**config.mk**
```make
export PLATFORM = sky130hd
export DESIGN_NAME = cfg_device_flat
export DESIGN_NICKNAME = d
export VERILOG_FILES = /design/src/include/cfg_pkg.sv /design/src/include/cfg_link_if.sv /design/src/logic/credit_threshold_check.sv /design/src/logic/cfg_device.sv /design/src/flat_wrapper.sv
export SDC_FILE = /design/constraint.sdc
export NUM_CORES = 1
export LEC_CHECK = 0
export CORE_ASPECT_RATIO = 0.8
export CORE_MARGIN = 1.5
export CORE_UTILIZATION = 30
export DETAILED_ROUTE_END_ITERATION = 12
export DONT_BUFFER_PORTS = 1
export SLEW_MARGIN = 40
export SYNTH_ARGS = -nofsm -noshare
export SYNTH_HDL_FRONTEND = slang
export SYNTH_SLANG_ARGS = --single-unit
```
**constraint.sdc**
```tcl
create_clock -name clk_i -period 4.05 [get_ports clk_i]
set_input_delay 0 -clock clk_i [delete_from_list [all_inputs] [get_ports clk_i]]
set_output_delay 0 -clock clk_i [all_outputs]
set_load 0.02 [all_outputs]
```
**src/include/cfg_pkg.sv**
```systemverilog
// Purpose: Shared constants for the primary configuration register bank and its host.
// Assumes: 32-bit register words, one clock domain.
// Notes: Offsets are word addresses of the control command space.
package cfg_pkg;

    // ****************************************************************
    // Register map
    // ****************************************************************
    localparam logic [7:0] PRIMARY_CFG_OFS = 8'h04;
    localparam logic [7:0] DEV_STATUS_OFS = 8'h08;
    localparam logic [31:0] PRIMARY_CFG_RESET = 32'h0000_0006;
    localparam logic [31:0] DEV_STATUS_RESET = 32'h0000_0001;

    // ****************************************************************
    // Field positions
    // ****************************************************************
    localparam int SYNC_BIT = 15;
    localparam int FCS_CHECK_BIT = 14;
    localparam int SEL_ALIGN_BIT = 13;
    localparam int ZERO_ALIGN_BIT = 12;
    localparam int THRESH_LSB = 10;
    localparam int TX_CUT_BIT = 9;
    localparam int RX_CUT_BIT = 8;
    localparam int TSTAMP_BIT = 7;
    localparam int CPS_LSB = 0;
    localparam int RESET_DONE_BIT = 0;

    // ****************************************************************
    // Field values
    // ****************************************************************
    localparam logic [2:0] CPS_MIN = 3'h3;
    localparam logic [2:0] CPS_MAX = 3'h6;
    localparam logic [2:0] CPS_RESET = PRIMARY_CFG_RESET[2:0];
    localparam int CREDIT_W = 6;

    // Free credits needed before the credit interrupt may fire.
    function automatic logic [CREDIT_W-1:0] credits_needed(input logic [1:0] sel);
        logic [CREDIT_W-1:0] n;
        n = 6'h01;
        case (sel)
            2'h0: n = 6'h01;
            2'h1: n = 6'h04;
            2'h2: n = 6'h08;
            2'h3: n = 6'h10;
            default: n = 6'h01;
        endcase
        return n;
    endfunction : credits_needed

endpackage : cfg_pkg

```
**src/include/cfg_link_if.sv**
```systemverilog
// Purpose: Control command and footer link between host and device.
// Assumes: Both ends on clk_i; one request outstanding at a time.
// Notes: No clocking block; the bench connects both modports.
interface cfg_link_if;
    logic req_valid;
    logic req_write;
    logic [7:0] req_addr;
    logic [31:0] req_wdata;
    logic rsp_valid;
    logic [31:0] rsp_rdata;
    logic interrupt_out_n;
    logic footer_valid;
    logic footer_sync;

    modport device (
        input req_valid, req_write, req_addr, req_wdata,
        output rsp_valid, rsp_rdata, interrupt_out_n, footer_valid, footer_sync
    );
    modport host (
        output req_valid, req_write, req_addr, req_wdata,
        input rsp_valid, rsp_rdata, interrupt_out_n, footer_valid, footer_sync
    );
endinterface : cfg_link_if

```
**src/logic/credit_threshold_check.sv**
```systemverilog
// Purpose: Registered compare of free transmit credits against the chosen threshold.
// Assumes: Credit count is synchronous to clk_i.
// Notes: Result lags the inputs by one clock.
module credit_threshold_check
    import cfg_pkg::*;
#(
    parameter int CW = CREDIT_W
) (
    input wire logic clk_i,
    input wire logic rstn_i,
    input wire logic [1:0] tx_credit_irq_threshold_i,
    input wire logic [CW-1:0] tx_free_credits_i,
    output logic met_o
);
    logic met_q;
    logic met_d;

    always_comb begin
        met_d = tx_free_credits_i >= CW'(credits_needed(tx_credit_irq_threshold_i));
    end

    always_ff @(posedge clk_i or negedge rstn_i) begin
        if (!rstn_i) begin
            met_q <= 1'b0;
        end else begin
            met_q <= met_d;
        end
    end

    assign met_o = met_q;
endmodule : credit_threshold_check

```
**src/logic/cfg_device.sv**
```systemverilog
// Purpose: Device end holding the primary configuration register and reset status.
// Assumes: Host keeps one control command outstanding at a time.
// Notes: Every user-side output comes from the registered state struct.
module cfg_device
    import cfg_pkg::*;
#(
    parameter int CW = CREDIT_W,
    parameter int WOFS_W = 4
) (
    input wire logic clk_i,
    input wire logic rstn_i,
    cfg_link_if.device link,
    input wire logic [CW-1:0] tx_free_credits_i,
    input wire logic footer_req_i,
    input wire logic rx_first_chunk_i,
    input wire logic rx_payload_start_i,
    input wire logic [WOFS_W-1:0] rx_word_offset_i,
    output logic configured_o,
    output logic tx_fcs_check_enable_o,
    output logic tx_cut_through_enable_o,
    output logic rx_cut_through_enable_o,
    output logic tx_store_full_frame_o,
    output logic rx_store_full_frame_o,
    output logic frame_timestamp_enable_o,
    output logic [6:0] chunk_payload_bytes_o,
    output logic rx_start_allowed_o,
    output logic [WOFS_W-1:0] start_word_offset_o,
    output logic reset_complete_flag_o
);

    // ****************************************************************
    // State
    // ****************************************************************
    typedef struct packed {
        logic sync;
        logic fcs_check;
        logic sel_align;
        logic zero_align;
        logic [1:0] thresh;
        logic tx_cut;
        logic rx_cut;
        logic tstamp;
        logic [2:0] chunk_payload_selector;
        logic reset_done;
        logic rsp_valid;
        logic [31:0] rsp_rdata;
        logic irq_n;
        logic footer_valid;
        logic footer_sync;
        logic start_ok;
        logic [WOFS_W-1:0] start_wofs;
        logic [6:0] chunk_bytes;
    } dev_state_s;

    dev_state_s st_q;
    dev_state_s st_d;
    logic credit_met;
    logic wr_cfg;
    logic wr_status;
    logic rd_req;

    credit_threshold_check #(
        .CW(CW)
    ) credit_threshold_check_inst (
        .clk_i(clk_i),
        .rstn_i(rstn_i),
        .tx_credit_irq_threshold_i(st_q.thresh),
        .tx_free_credits_i(tx_free_credits_i),
        .met_o(credit_met)
    );

    // Reading the register back: reserved and unmodelled fields are zero.
    function automatic logic [31:0] cfg_word(input dev_state_s s);
        logic [31:0] w;
        w = 32'h0000_0000;
        w[SYNC_BIT] = s.sync;
        w[FCS_CHECK_BIT] = s.fcs_check;
        w[SEL_ALIGN_BIT] = s.sel_align;
        w[ZERO_ALIGN_BIT] = s.zero_align;
        w[THRESH_LSB +: 2] = s.thresh;
        w[TX_CUT_BIT] = s.tx_cut;
        w[RX_CUT_BIT] = s.rx_cut;
        w[TSTAMP_BIT] = s.tstamp;
        w[CPS_LSB +: 3] = s.chunk_payload_selector;
        return w;
    endfunction : cfg_word

    // ****************************************************************
    // Next state
    // ****************************************************************
    always_comb begin
        st_d = st_q;
        wr_cfg = link.req_valid && link.req_write && (link.req_addr == PRIMARY_CFG_OFS);
        wr_status = link.req_valid && link.req_write && (link.req_addr == DEV_STATUS_OFS);
        rd_req = link.req_valid && !link.req_write;

        if (wr_cfg) begin
            // Writing zero never clears the flag; only reset does.
            st_d.sync = st_q.sync | link.req_wdata[SYNC_BIT];
            st_d.fcs_check = link.req_wdata[FCS_CHECK_BIT];
            st_d.sel_align = link.req_wdata[SEL_ALIGN_BIT];
            st_d.zero_align = link.req_wdata[ZERO_ALIGN_BIT];
            st_d.thresh = link.req_wdata[THRESH_LSB +: 2];
            st_d.tx_cut = link.req_wdata[TX_CUT_BIT];
            st_d.rx_cut = link.req_wdata[RX_CUT_BIT];
            st_d.tstamp = link.req_wdata[TSTAMP_BIT];
            // Out-of-range sizes are ignored so the chunk size stays legal.
            if (!st_q.sync && link.req_wdata[CPS_LSB +: 3] >= CPS_MIN
                    && link.req_wdata[CPS_LSB +: 3] <= CPS_MAX) begin
                st_d.chunk_payload_selector = link.req_wdata[CPS_LSB +: 3];
            end
        end

        // Status is write one to clear; nothing sets it outside reset.
        if (wr_status && link.req_wdata[RESET_DONE_BIT]) begin
            st_d.reset_done = 1'b0;
        end

        // Every request, read or write, gets one answer pulse.
        st_d.rsp_valid = link.req_valid;
        st_d.rsp_rdata = 32'h0000_0000;
        if (rd_req) begin
            case (link.req_addr)
                PRIMARY_CFG_OFS: st_d.rsp_rdata = cfg_word(st_q);
                DEV_STATUS_OFS: st_d.rsp_rdata = {31'h0000_0000, st_q.reset_done};
                default: st_d.rsp_rdata = 32'h0000_0000;
            endcase
        end

        // Interrupt stays low while reset is unacknowledged or credits suffice.
        st_d.irq_n = !(st_d.reset_done || credit_met);

        st_d.footer_valid = footer_req_i;
        st_d.footer_sync = st_q.sync;

        // Alignment options decide where a received frame may begin.
        if (st_q.sel_align) begin
            st_d.start_ok = rx_first_chunk_i && rx_payload_start_i;
        end else if (st_q.zero_align) begin
            st_d.start_ok = rx_payload_start_i;
        end else begin
            st_d.start_ok = 1'b1;
        end
        if (st_q.sel_align || st_q.zero_align) begin
            st_d.start_wofs = '0;
        end else begin
            st_d.start_wofs = rx_word_offset_i;
        end

        st_d.chunk_bytes = 7'(8'h01 << st_d.chunk_payload_selector);
    end

    // ****************************************************************
    // Registers
    // ****************************************************************
    always_ff @(posedge clk_i or negedge rstn_i) begin
        if (!rstn_i) begin
            st_q.sync <= PRIMARY_CFG_RESET[SYNC_BIT];
            st_q.fcs_check <= PRIMARY_CFG_RESET[FCS_CHECK_BIT];
            st_q.sel_align <= PRIMARY_CFG_RESET[SEL_ALIGN_BIT];
            st_q.zero_align <= PRIMARY_CFG_RESET[ZERO_ALIGN_BIT];
            st_q.thresh <= PRIMARY_CFG_RESET[THRESH_LSB +: 2];
            st_q.tx_cut <= PRIMARY_CFG_RESET[TX_CUT_BIT];
            st_q.rx_cut <= PRIMARY_CFG_RESET[RX_CUT_BIT];
            st_q.tstamp <= PRIMARY_CFG_RESET[TSTAMP_BIT];
            st_q.chunk_payload_selector <= CPS_RESET;
            st_q.reset_done <= DEV_STATUS_RESET[RESET_DONE_BIT];
            st_q.rsp_valid <= 1'b0;
            st_q.rsp_rdata <= 32'h0000_0000;
            st_q.irq_n <= 1'b0;
            st_q.footer_valid <= 1'b0;
            st_q.footer_sync <= 1'b0;
            st_q.start_ok <= 1'b1;
            st_q.start_wofs <= '0;
            st_q.chunk_bytes <= 7'(8'h01 << CPS_RESET);
        end else begin
            st_q <= st_d;
        end
    end

    // ****************************************************************
    // Outputs
    // ****************************************************************
    assign link.rsp_valid = st_q.rsp_valid;
    assign link.rsp_rdata = st_q.rsp_rdata;
    assign link.interrupt_out_n = st_q.irq_n;
    assign link.footer_valid = st_q.footer_valid;
    assign link.footer_sync = st_q.footer_sync;

    assign configured_o = st_q.sync;
    assign tx_fcs_check_enable_o = st_q.fcs_check;
    assign tx_cut_through_enable_o = st_q.tx_cut;
    assign rx_cut_through_enable_o = st_q.rx_cut;
    assign tx_store_full_frame_o = !st_q.tx_cut;
    assign rx_store_full_frame_o = !st_q.rx_cut;
    assign frame_timestamp_enable_o = st_q.tstamp;
    assign chunk_payload_bytes_o = st_q.chunk_bytes;
    assign rx_start_allowed_o = st_q.start_ok;
    assign start_word_offset_o = st_q.start_wofs;
    assign reset_complete_flag_o = st_q.reset_done;

endmodule : cfg_device

```
**src/flat_wrapper.sv**
```systemverilog
// flat-port wrapper written by rule: the top's interface ports become plain ports
module cfg_device_flat import cfg_pkg::*;
#(
    parameter int CW = CREDIT_W,
    parameter int WOFS_W = 4
)
  (clk_i, rstn_i, tx_free_credits_i, footer_req_i, rx_first_chunk_i, rx_payload_start_i, rx_word_offset_i, configured_o, tx_fcs_check_enable_o, tx_cut_through_enable_o, rx_cut_through_enable_o, tx_store_full_frame_o, rx_store_full_frame_o, frame_timestamp_enable_o, chunk_payload_bytes_o, rx_start_allowed_o, start_word_offset_o, reset_complete_flag_o, link_req_valid, link_req_write, link_req_addr, link_req_wdata, link_rsp_valid, link_rsp_rdata, link_interrupt_out_n, link_footer_valid, link_footer_sync);
  cfg_link_if link_i ();
  input wire logic clk_i;
  input wire logic rstn_i;
  input wire logic [CW-1:0] tx_free_credits_i;
  input wire logic footer_req_i;
  input wire logic rx_first_chunk_i;
  input wire logic rx_payload_start_i;
  input wire logic [WOFS_W-1:0] rx_word_offset_i;
  output logic configured_o;
  output logic tx_fcs_check_enable_o;
  output logic tx_cut_through_enable_o;
  output logic rx_cut_through_enable_o;
  output logic tx_store_full_frame_o;
  output logic rx_store_full_frame_o;
  output logic frame_timestamp_enable_o;
  output logic [6:0] chunk_payload_bytes_o;
  output logic rx_start_allowed_o;
  output logic [WOFS_W-1:0] start_word_offset_o;
  output logic reset_complete_flag_o;
  input wire logic [$bits(link_i.req_valid)-1:0] link_req_valid;
  input wire logic [$bits(link_i.req_write)-1:0] link_req_write;
  input wire logic [$bits(link_i.req_addr)-1:0] link_req_addr;
  input wire logic [$bits(link_i.req_wdata)-1:0] link_req_wdata;
  output wire logic [$bits(link_i.rsp_valid)-1:0] link_rsp_valid;
  output wire logic [$bits(link_i.rsp_rdata)-1:0] link_rsp_rdata;
  output wire logic [$bits(link_i.interrupt_out_n)-1:0] link_interrupt_out_n;
  output wire logic [$bits(link_i.footer_valid)-1:0] link_footer_valid;
  output wire logic [$bits(link_i.footer_sync)-1:0] link_footer_sync;
  assign link_i.req_valid = link_req_valid;
  assign link_i.req_write = link_req_write;
  assign link_i.req_addr = link_req_addr;
  assign link_i.req_wdata = link_req_wdata;
  assign link_rsp_valid = link_i.rsp_valid;
  assign link_rsp_rdata = link_i.rsp_rdata;
  assign link_interrupt_out_n = link_i.interrupt_out_n;
  assign link_footer_valid = link_i.footer_valid;
  assign link_footer_sync = link_i.footer_sync;
  cfg_device #(.CW(CW), .WOFS_W(WOFS_W)) u_core (.clk_i(clk_i), .rstn_i(rstn_i), .link(link_i), .tx_free_credits_i(tx_free_credits_i), .footer_req_i(footer_req_i), .rx_first_chunk_i(rx_first_chunk_i), .rx_payload_start_i(rx_payload_start_i), .rx_word_offset_i(rx_word_offset_i), .configured_o(configured_o), .tx_fcs_check_enable_o(tx_fcs_check_enable_o), .tx_cut_through_enable_o(tx_cut_through_enable_o), .rx_cut_through_enable_o(rx_cut_through_enable_o), .tx_store_full_frame_o(tx_store_full_frame_o), .rx_store_full_frame_o(rx_store_full_frame_o), .frame_timestamp_enable_o(frame_timestamp_enable_o), .chunk_payload_bytes_o(chunk_payload_bytes_o), .rx_start_allowed_o(rx_start_allowed_o), .start_word_offset_o(start_word_offset_o), .reset_complete_flag_o(reset_complete_flag_o));
endmodule
```
Yosys cells after proc, flatten, opt, wreduce, memory -nomap -nowiden

Cells that the tools add are included.

Register bits: 62
Input bits: 57
Output and inout port bits: 56
Logic and storage cells: 54

Order comparisons: 3
Equality and inequality tests: 5
Shift-type cells: 1
Muxes and demuxes: 9
Bitwise logic cells: 1
Reductions and logical operators: 16

Operators by type and width:

| cell                                                               | count |
|---|---|
| two-way mux 32 bit                                                 | 1 |
| one-hot mux 16 bit (2 select lines)                                | 1 |
| one-hot mux 6 bit (4 select lines)                                 | 1 |
| equality test 8 x 3 -> 1 bit (second input constant)               | 1 |
| equality test 8 x 4 -> 1 bit (second input constant)               | 1 |
| logical AND 1 bit                                                  | 8 |
| << shifter 1 x 3 -> 7 bit (first input constant)                   | 1 |
| greater-or-equal comparator 6 bit                                  | 1 |
| two-way mux 3 bit                                                  | 2 |
| zero test 1 bit                                                    | 5 |
| equality test 2 bit (second input constant)                        | 2 |
| two-way mux 4 bit                                                  | 1 |
| greater-or-equal comparator 3 x 2 -> 1 bit (second input constant) | 1 |
| less-or-equal comparator 3 bit (second input constant)             | 1 |
| two-way mux 1 bit                                                  | 3 |
| equality test 2 x 1 -> 1 bit (second input constant)               | 1 |
| zero test 2 bit                                                    | 1 |
| logical OR 1 bit                                                   | 2 |
| OR 1 bit                                                           | 1 |

Longest topological paths before layout

Depth after elaboration: 6
Depth in mapped cells: 6
Gate-level depth less buffers: 6

Modules after synthesis

From an unflattened synthesis, not the netlist that was laid out.

Cells, all modules: 169
Area, all modules: 2043.2 um^2

Modules (own cells, without submodules):

| module                 | times used | cells each | area an instance (um^2) | sequential area each (um^2) |
|---|---|---|---|---|
| cfg_device             | 1          | 155        | 1908.1                  | 1032.2 |
| credit_threshold_check | 1          | 14         | 135.1                   | 25.0 |

Worst setup path before layout

Ideal clock, no wire load.

Kind: input to register
Start point: input link_req_addr[6]
End point: register u_core.st_q, in the netlist u_core.chunk_payload_bytes_o[3]
Library setup time: 125 ps
Arrival time: 1344 ps
Data required time: 3925 ps
Slack: 2580 ps
Stages: 5
Buffers on the path: 1
Cells stage by stage: nor4b_4 nand3_4 or3_1 buf_6 mux2_4

RTL lines:

| what                   | RTL line           | text |
|---|---|---|
| start: declaration     | flat_wrapper.sv:29 | `input wire logic [$bits(link_i.req_addr)-1:0] link_req_addr;` |
| end signal: assignment | cfg_device.sv:177  | `st_q <= st_d;` |
| end: declaration       | cfg_device.sv:55   | `dev_state_s st_q;` |

==> impl_results.md <==
* Port bufs at 0
* P per Cell Area at 372 nW/um^2
* GRT Total Usage at 10.9%
* Commonest cells after routing, fill and taps aside: 37 x dfrtp_1, 25 x dlygate4sd3_1, 20 x conb_1
* Fillcell total at 666
* Layout Nets at 239
* Core outline area at 6510 um^2
* Run status: finished clean
* GP Congestion at 0.694
* Via density per instance at 4.19
* Drt first pass iters at 4
* Grt total ovfl at 0
* Clock Root Buffer: clkbuf_8
* Yosys top cell by area: dfrtp_1
* Pin count of the biggest net entering global routing at 43
* Layout Skew at 3.75 ps
* Number of distinct library cells after synthesis at 35
* Post-CTS Setup Inserts at 0
* Area added between synthesis and finish at 11.5%
* Placed Cells incl. Taps at 229
* Num Clock Sinks at 42
* H-tree Lvls at 2
* Worst-path fanout max at 10
* Share of layout cells above drive strength 1 at 18.4%
* # IOs at 113
* Final HPWL DP at 2.55 mm
* Slew Viols, Final at 0
* Mapped Area at 2050 um^2
* Clock Latency Late Sink at 280 ps
* # DRC at 0
* RSZ-0062 raised after global routing: false
* Die Width at 95.4 um
* Max Freq at 619 MHz
* Leakage at 1.08 nW
* Crit-path cells: or3_1, mux2_4
* Commonest non-fill, non-tap cell in the layout: dfrtp_1
* Post-Syn Instances at 171
* CTS tree: built
* Routed wire length at 3.77 mm
* Arrival @ worst endpoint at 1790 ps
* Final cycle utilization of the critical path at 39.9%
* Initial antenna violation count at 0
* Critical Path Max Stage Delay at 630 ps
* Synth warn at 0
* Fin crit period at 1620 ps
* Cell row count at 26
* First-pass GRT wire length at 5.98 mm
* Clock Pin Slew Worst Setup and Hold Paths at 80 ps
* Starting DRT DRC Count at 13
* Routed vias at 1,103
* Critical path type: flip-flop to flip-flop
* Final non-filler cell total at 263
* Flops & latches, synth at 42
* Final Hold Fails at 0
* Max VDD drop at 0.144 mV
* Total CTS buffers at 5
* Final setup fails at 0
* CP endpoint kind: flip-flop
* Die area at 7340 um^2
* Vias in the first global route at 1,208
* Register area share after synthesis at 51.6%
* Die Y at 77.0 um
* Per-cell routed wire length at 14.3 um
* Max_cap viols at 0
* Setup TNS at 0 ps
* Starting Density at 31.5%
* Longest Clk Path Bufs at 2
* Worst hold path type: input port to flip-flop
* Slowest-stage cell, CP: or3_1
* Antenna cells at 0
* Worst Setup Start Kind: flip-flop
* Antenna Nets Post-Route at 0
* Top cells by area, synth: dfrtp_1 45%, buf_4 16%, dfstp_2 6.4%, and2_1 4.6%, mux2_2 4.4%
* Synth top area share at 45.1%
* Average cell area after synthesis at 12.0 um^2
* Req. time, crit path at 4220 ps
==> synthesized netlist by cell type <==
cell type	number
o21ai_0	1
mux2i_1	3
nand2_1	6
a22oi_1	1
and3b_2	1
buf_1	1
a41o_2	1
nand2b_1	2
nor4bb_1	1
or3_1	1
and3_2	1
dfstp_2	5
buf_6	1
a21oi_1	2
nand3_4	1
clkbuf_1	1
mux2_4	4
inv_1	4
a21boi_0	1
a41oi_1	1
ha_1	4
nor3b_1	1
nor2b_1	2
buf_4	43
nor2_1	8
and2_1	15
or3b_2	1
and2b_1	1
dfrtp_1	37
conb_1	1
xor2_1	1
nor4b_4	2
nor3_1	4
mux2_2	8
nand3b_1	4
==> final timing paths <==
kind | from | to | slack (ps) | cells after the start
worst max-delay path | u_core.configured_o | u_core.chunk_payload_bytes_o[3] | 2430 | 2
worst min-delay path | tx_free_credits_i[4] | u_core.credit_threshold_check_inst.met_o | 20 | 3
worst max register to register | u_core.configured_o | u_core.chunk_payload_bytes_o[3] | 2430 | 2
worst min register to register | u_core.credit_threshold_check_inst.met_o | u_core.link.interrupt_out_n | 400 | 1
max in group asynchronous | rstn_i | u_core.reset_complete_flag_o | 3580 | 2
min in group asynchronous | rstn_i | u_core.link.footer_valid | 210 | 2
==> flip-flops by register name, indices dropped and copies added (netlist names) <==
signal and flops:
u_core.rx_start_allowed_o 1, u_core.link.rsp_valid 1, u_core.link.interrupt_out_n 1, u_core.rx_cut_through_enable_o 1, u_core.tx_fcs_check_enable_o 1, u_core.link.footer_valid 1
u_core.chunk_payload_bytes_o 7, u_core.st_q 7, u_core.link.footer_sync 1, u_core.reset_complete_flag_o 1, u_core.configured_o 1, u_core.link.rsp_rdata 12
u_core.start_word_offset_o 4, u_core.credit_threshold_check_inst.met_o 1, u_core.tx_cut_through_enable_o 1, u_core.frame_timestamp_enable_o 1
==> critical path, delay by kind of cell (launching register included) <==
| family | cells | cell delay [ps] |
|---|---|---|
| flip-flops | 1 | 510 |
| multiplexers | 1 | 360 |
| AND/OR/NAND/NOR | 1 | 630 |
==> power by group <==
group	internal, mW	switching [mW]	total, mW
clock network	0.201	0.137	0.338
registers	0.428	0.0141	0.443
logic	0.0309	0.0389	0.0698
==> per-layer routing <==
layer,up-vias,track usage [%],share of wire (%)
met1,539,13.0,44
met3,2,3.77,6.0
met2,48,18.3,50
li1,514,-,-
met5,-,0,0
met4,0,3.09,0.45
==> layout make-up <==
class | instances | area (um^2) | area share [%]
multi-input cells | 98 | 708 | 31.0
well taps | 84 | 105 | 4.60
clock buffers | 7 | 86.3 | 3.77
flip-flops and latches | 42 | 1060 | 46.2
inverters | 4 | 15.0 | 0.656
repair buffers | 27 | 285 | 12.5
clock inverters | 1 | 30.0 | 1.31
==> metrics by stage <==
| step | hold WS, ps | setup slack [ps] | util, % | power (mW) | cell area (um^2) |
|---|---|---|---|---|---|
| after global routing | 21.6 | 2350 | 35.2 | 0.893 | 2290 |
| after CTS | 15.1 | 2410 | 35.2 | 0.871 | 2290 |
| after global placement | -295 | 2260 | 29.1 | 0.489 | 1890 |
| final | 20.0 | 2430 | 35.2 | 0.851 | 2290 |
| after detailed placement | -295 | 2260 | 29.1 | 0.490 | 1890 |
| after floorplan | -296 | 2580 | - | 0.504 | 2120 |
==> cells by family (layout without fill, tap and decap cells) <==
family | after synthesis | after routing | share of synthesized area, %
compound gates | 7 | 7 | 2.44
other cells | 1 | 20 | 0.183
simple gates | 51 | 51 | 16.8
flops | 42 | 42 | 51.6
fa+ha+maj | 4 | 4 | 2.44
buf+inv | 50 | 39 | 17.4
xor+xnor | 1 | 1 | 0.427
mux | 15 | 15 | 8.79
==> repair_timing <==
item                                    CTS  global route
gates resized for setup                   0             0
hold buffers                             26             0
endpoints found under the setup margin    0             0
endpoints found under the hold margin    69             0
(Power assumes the default switching activity.)
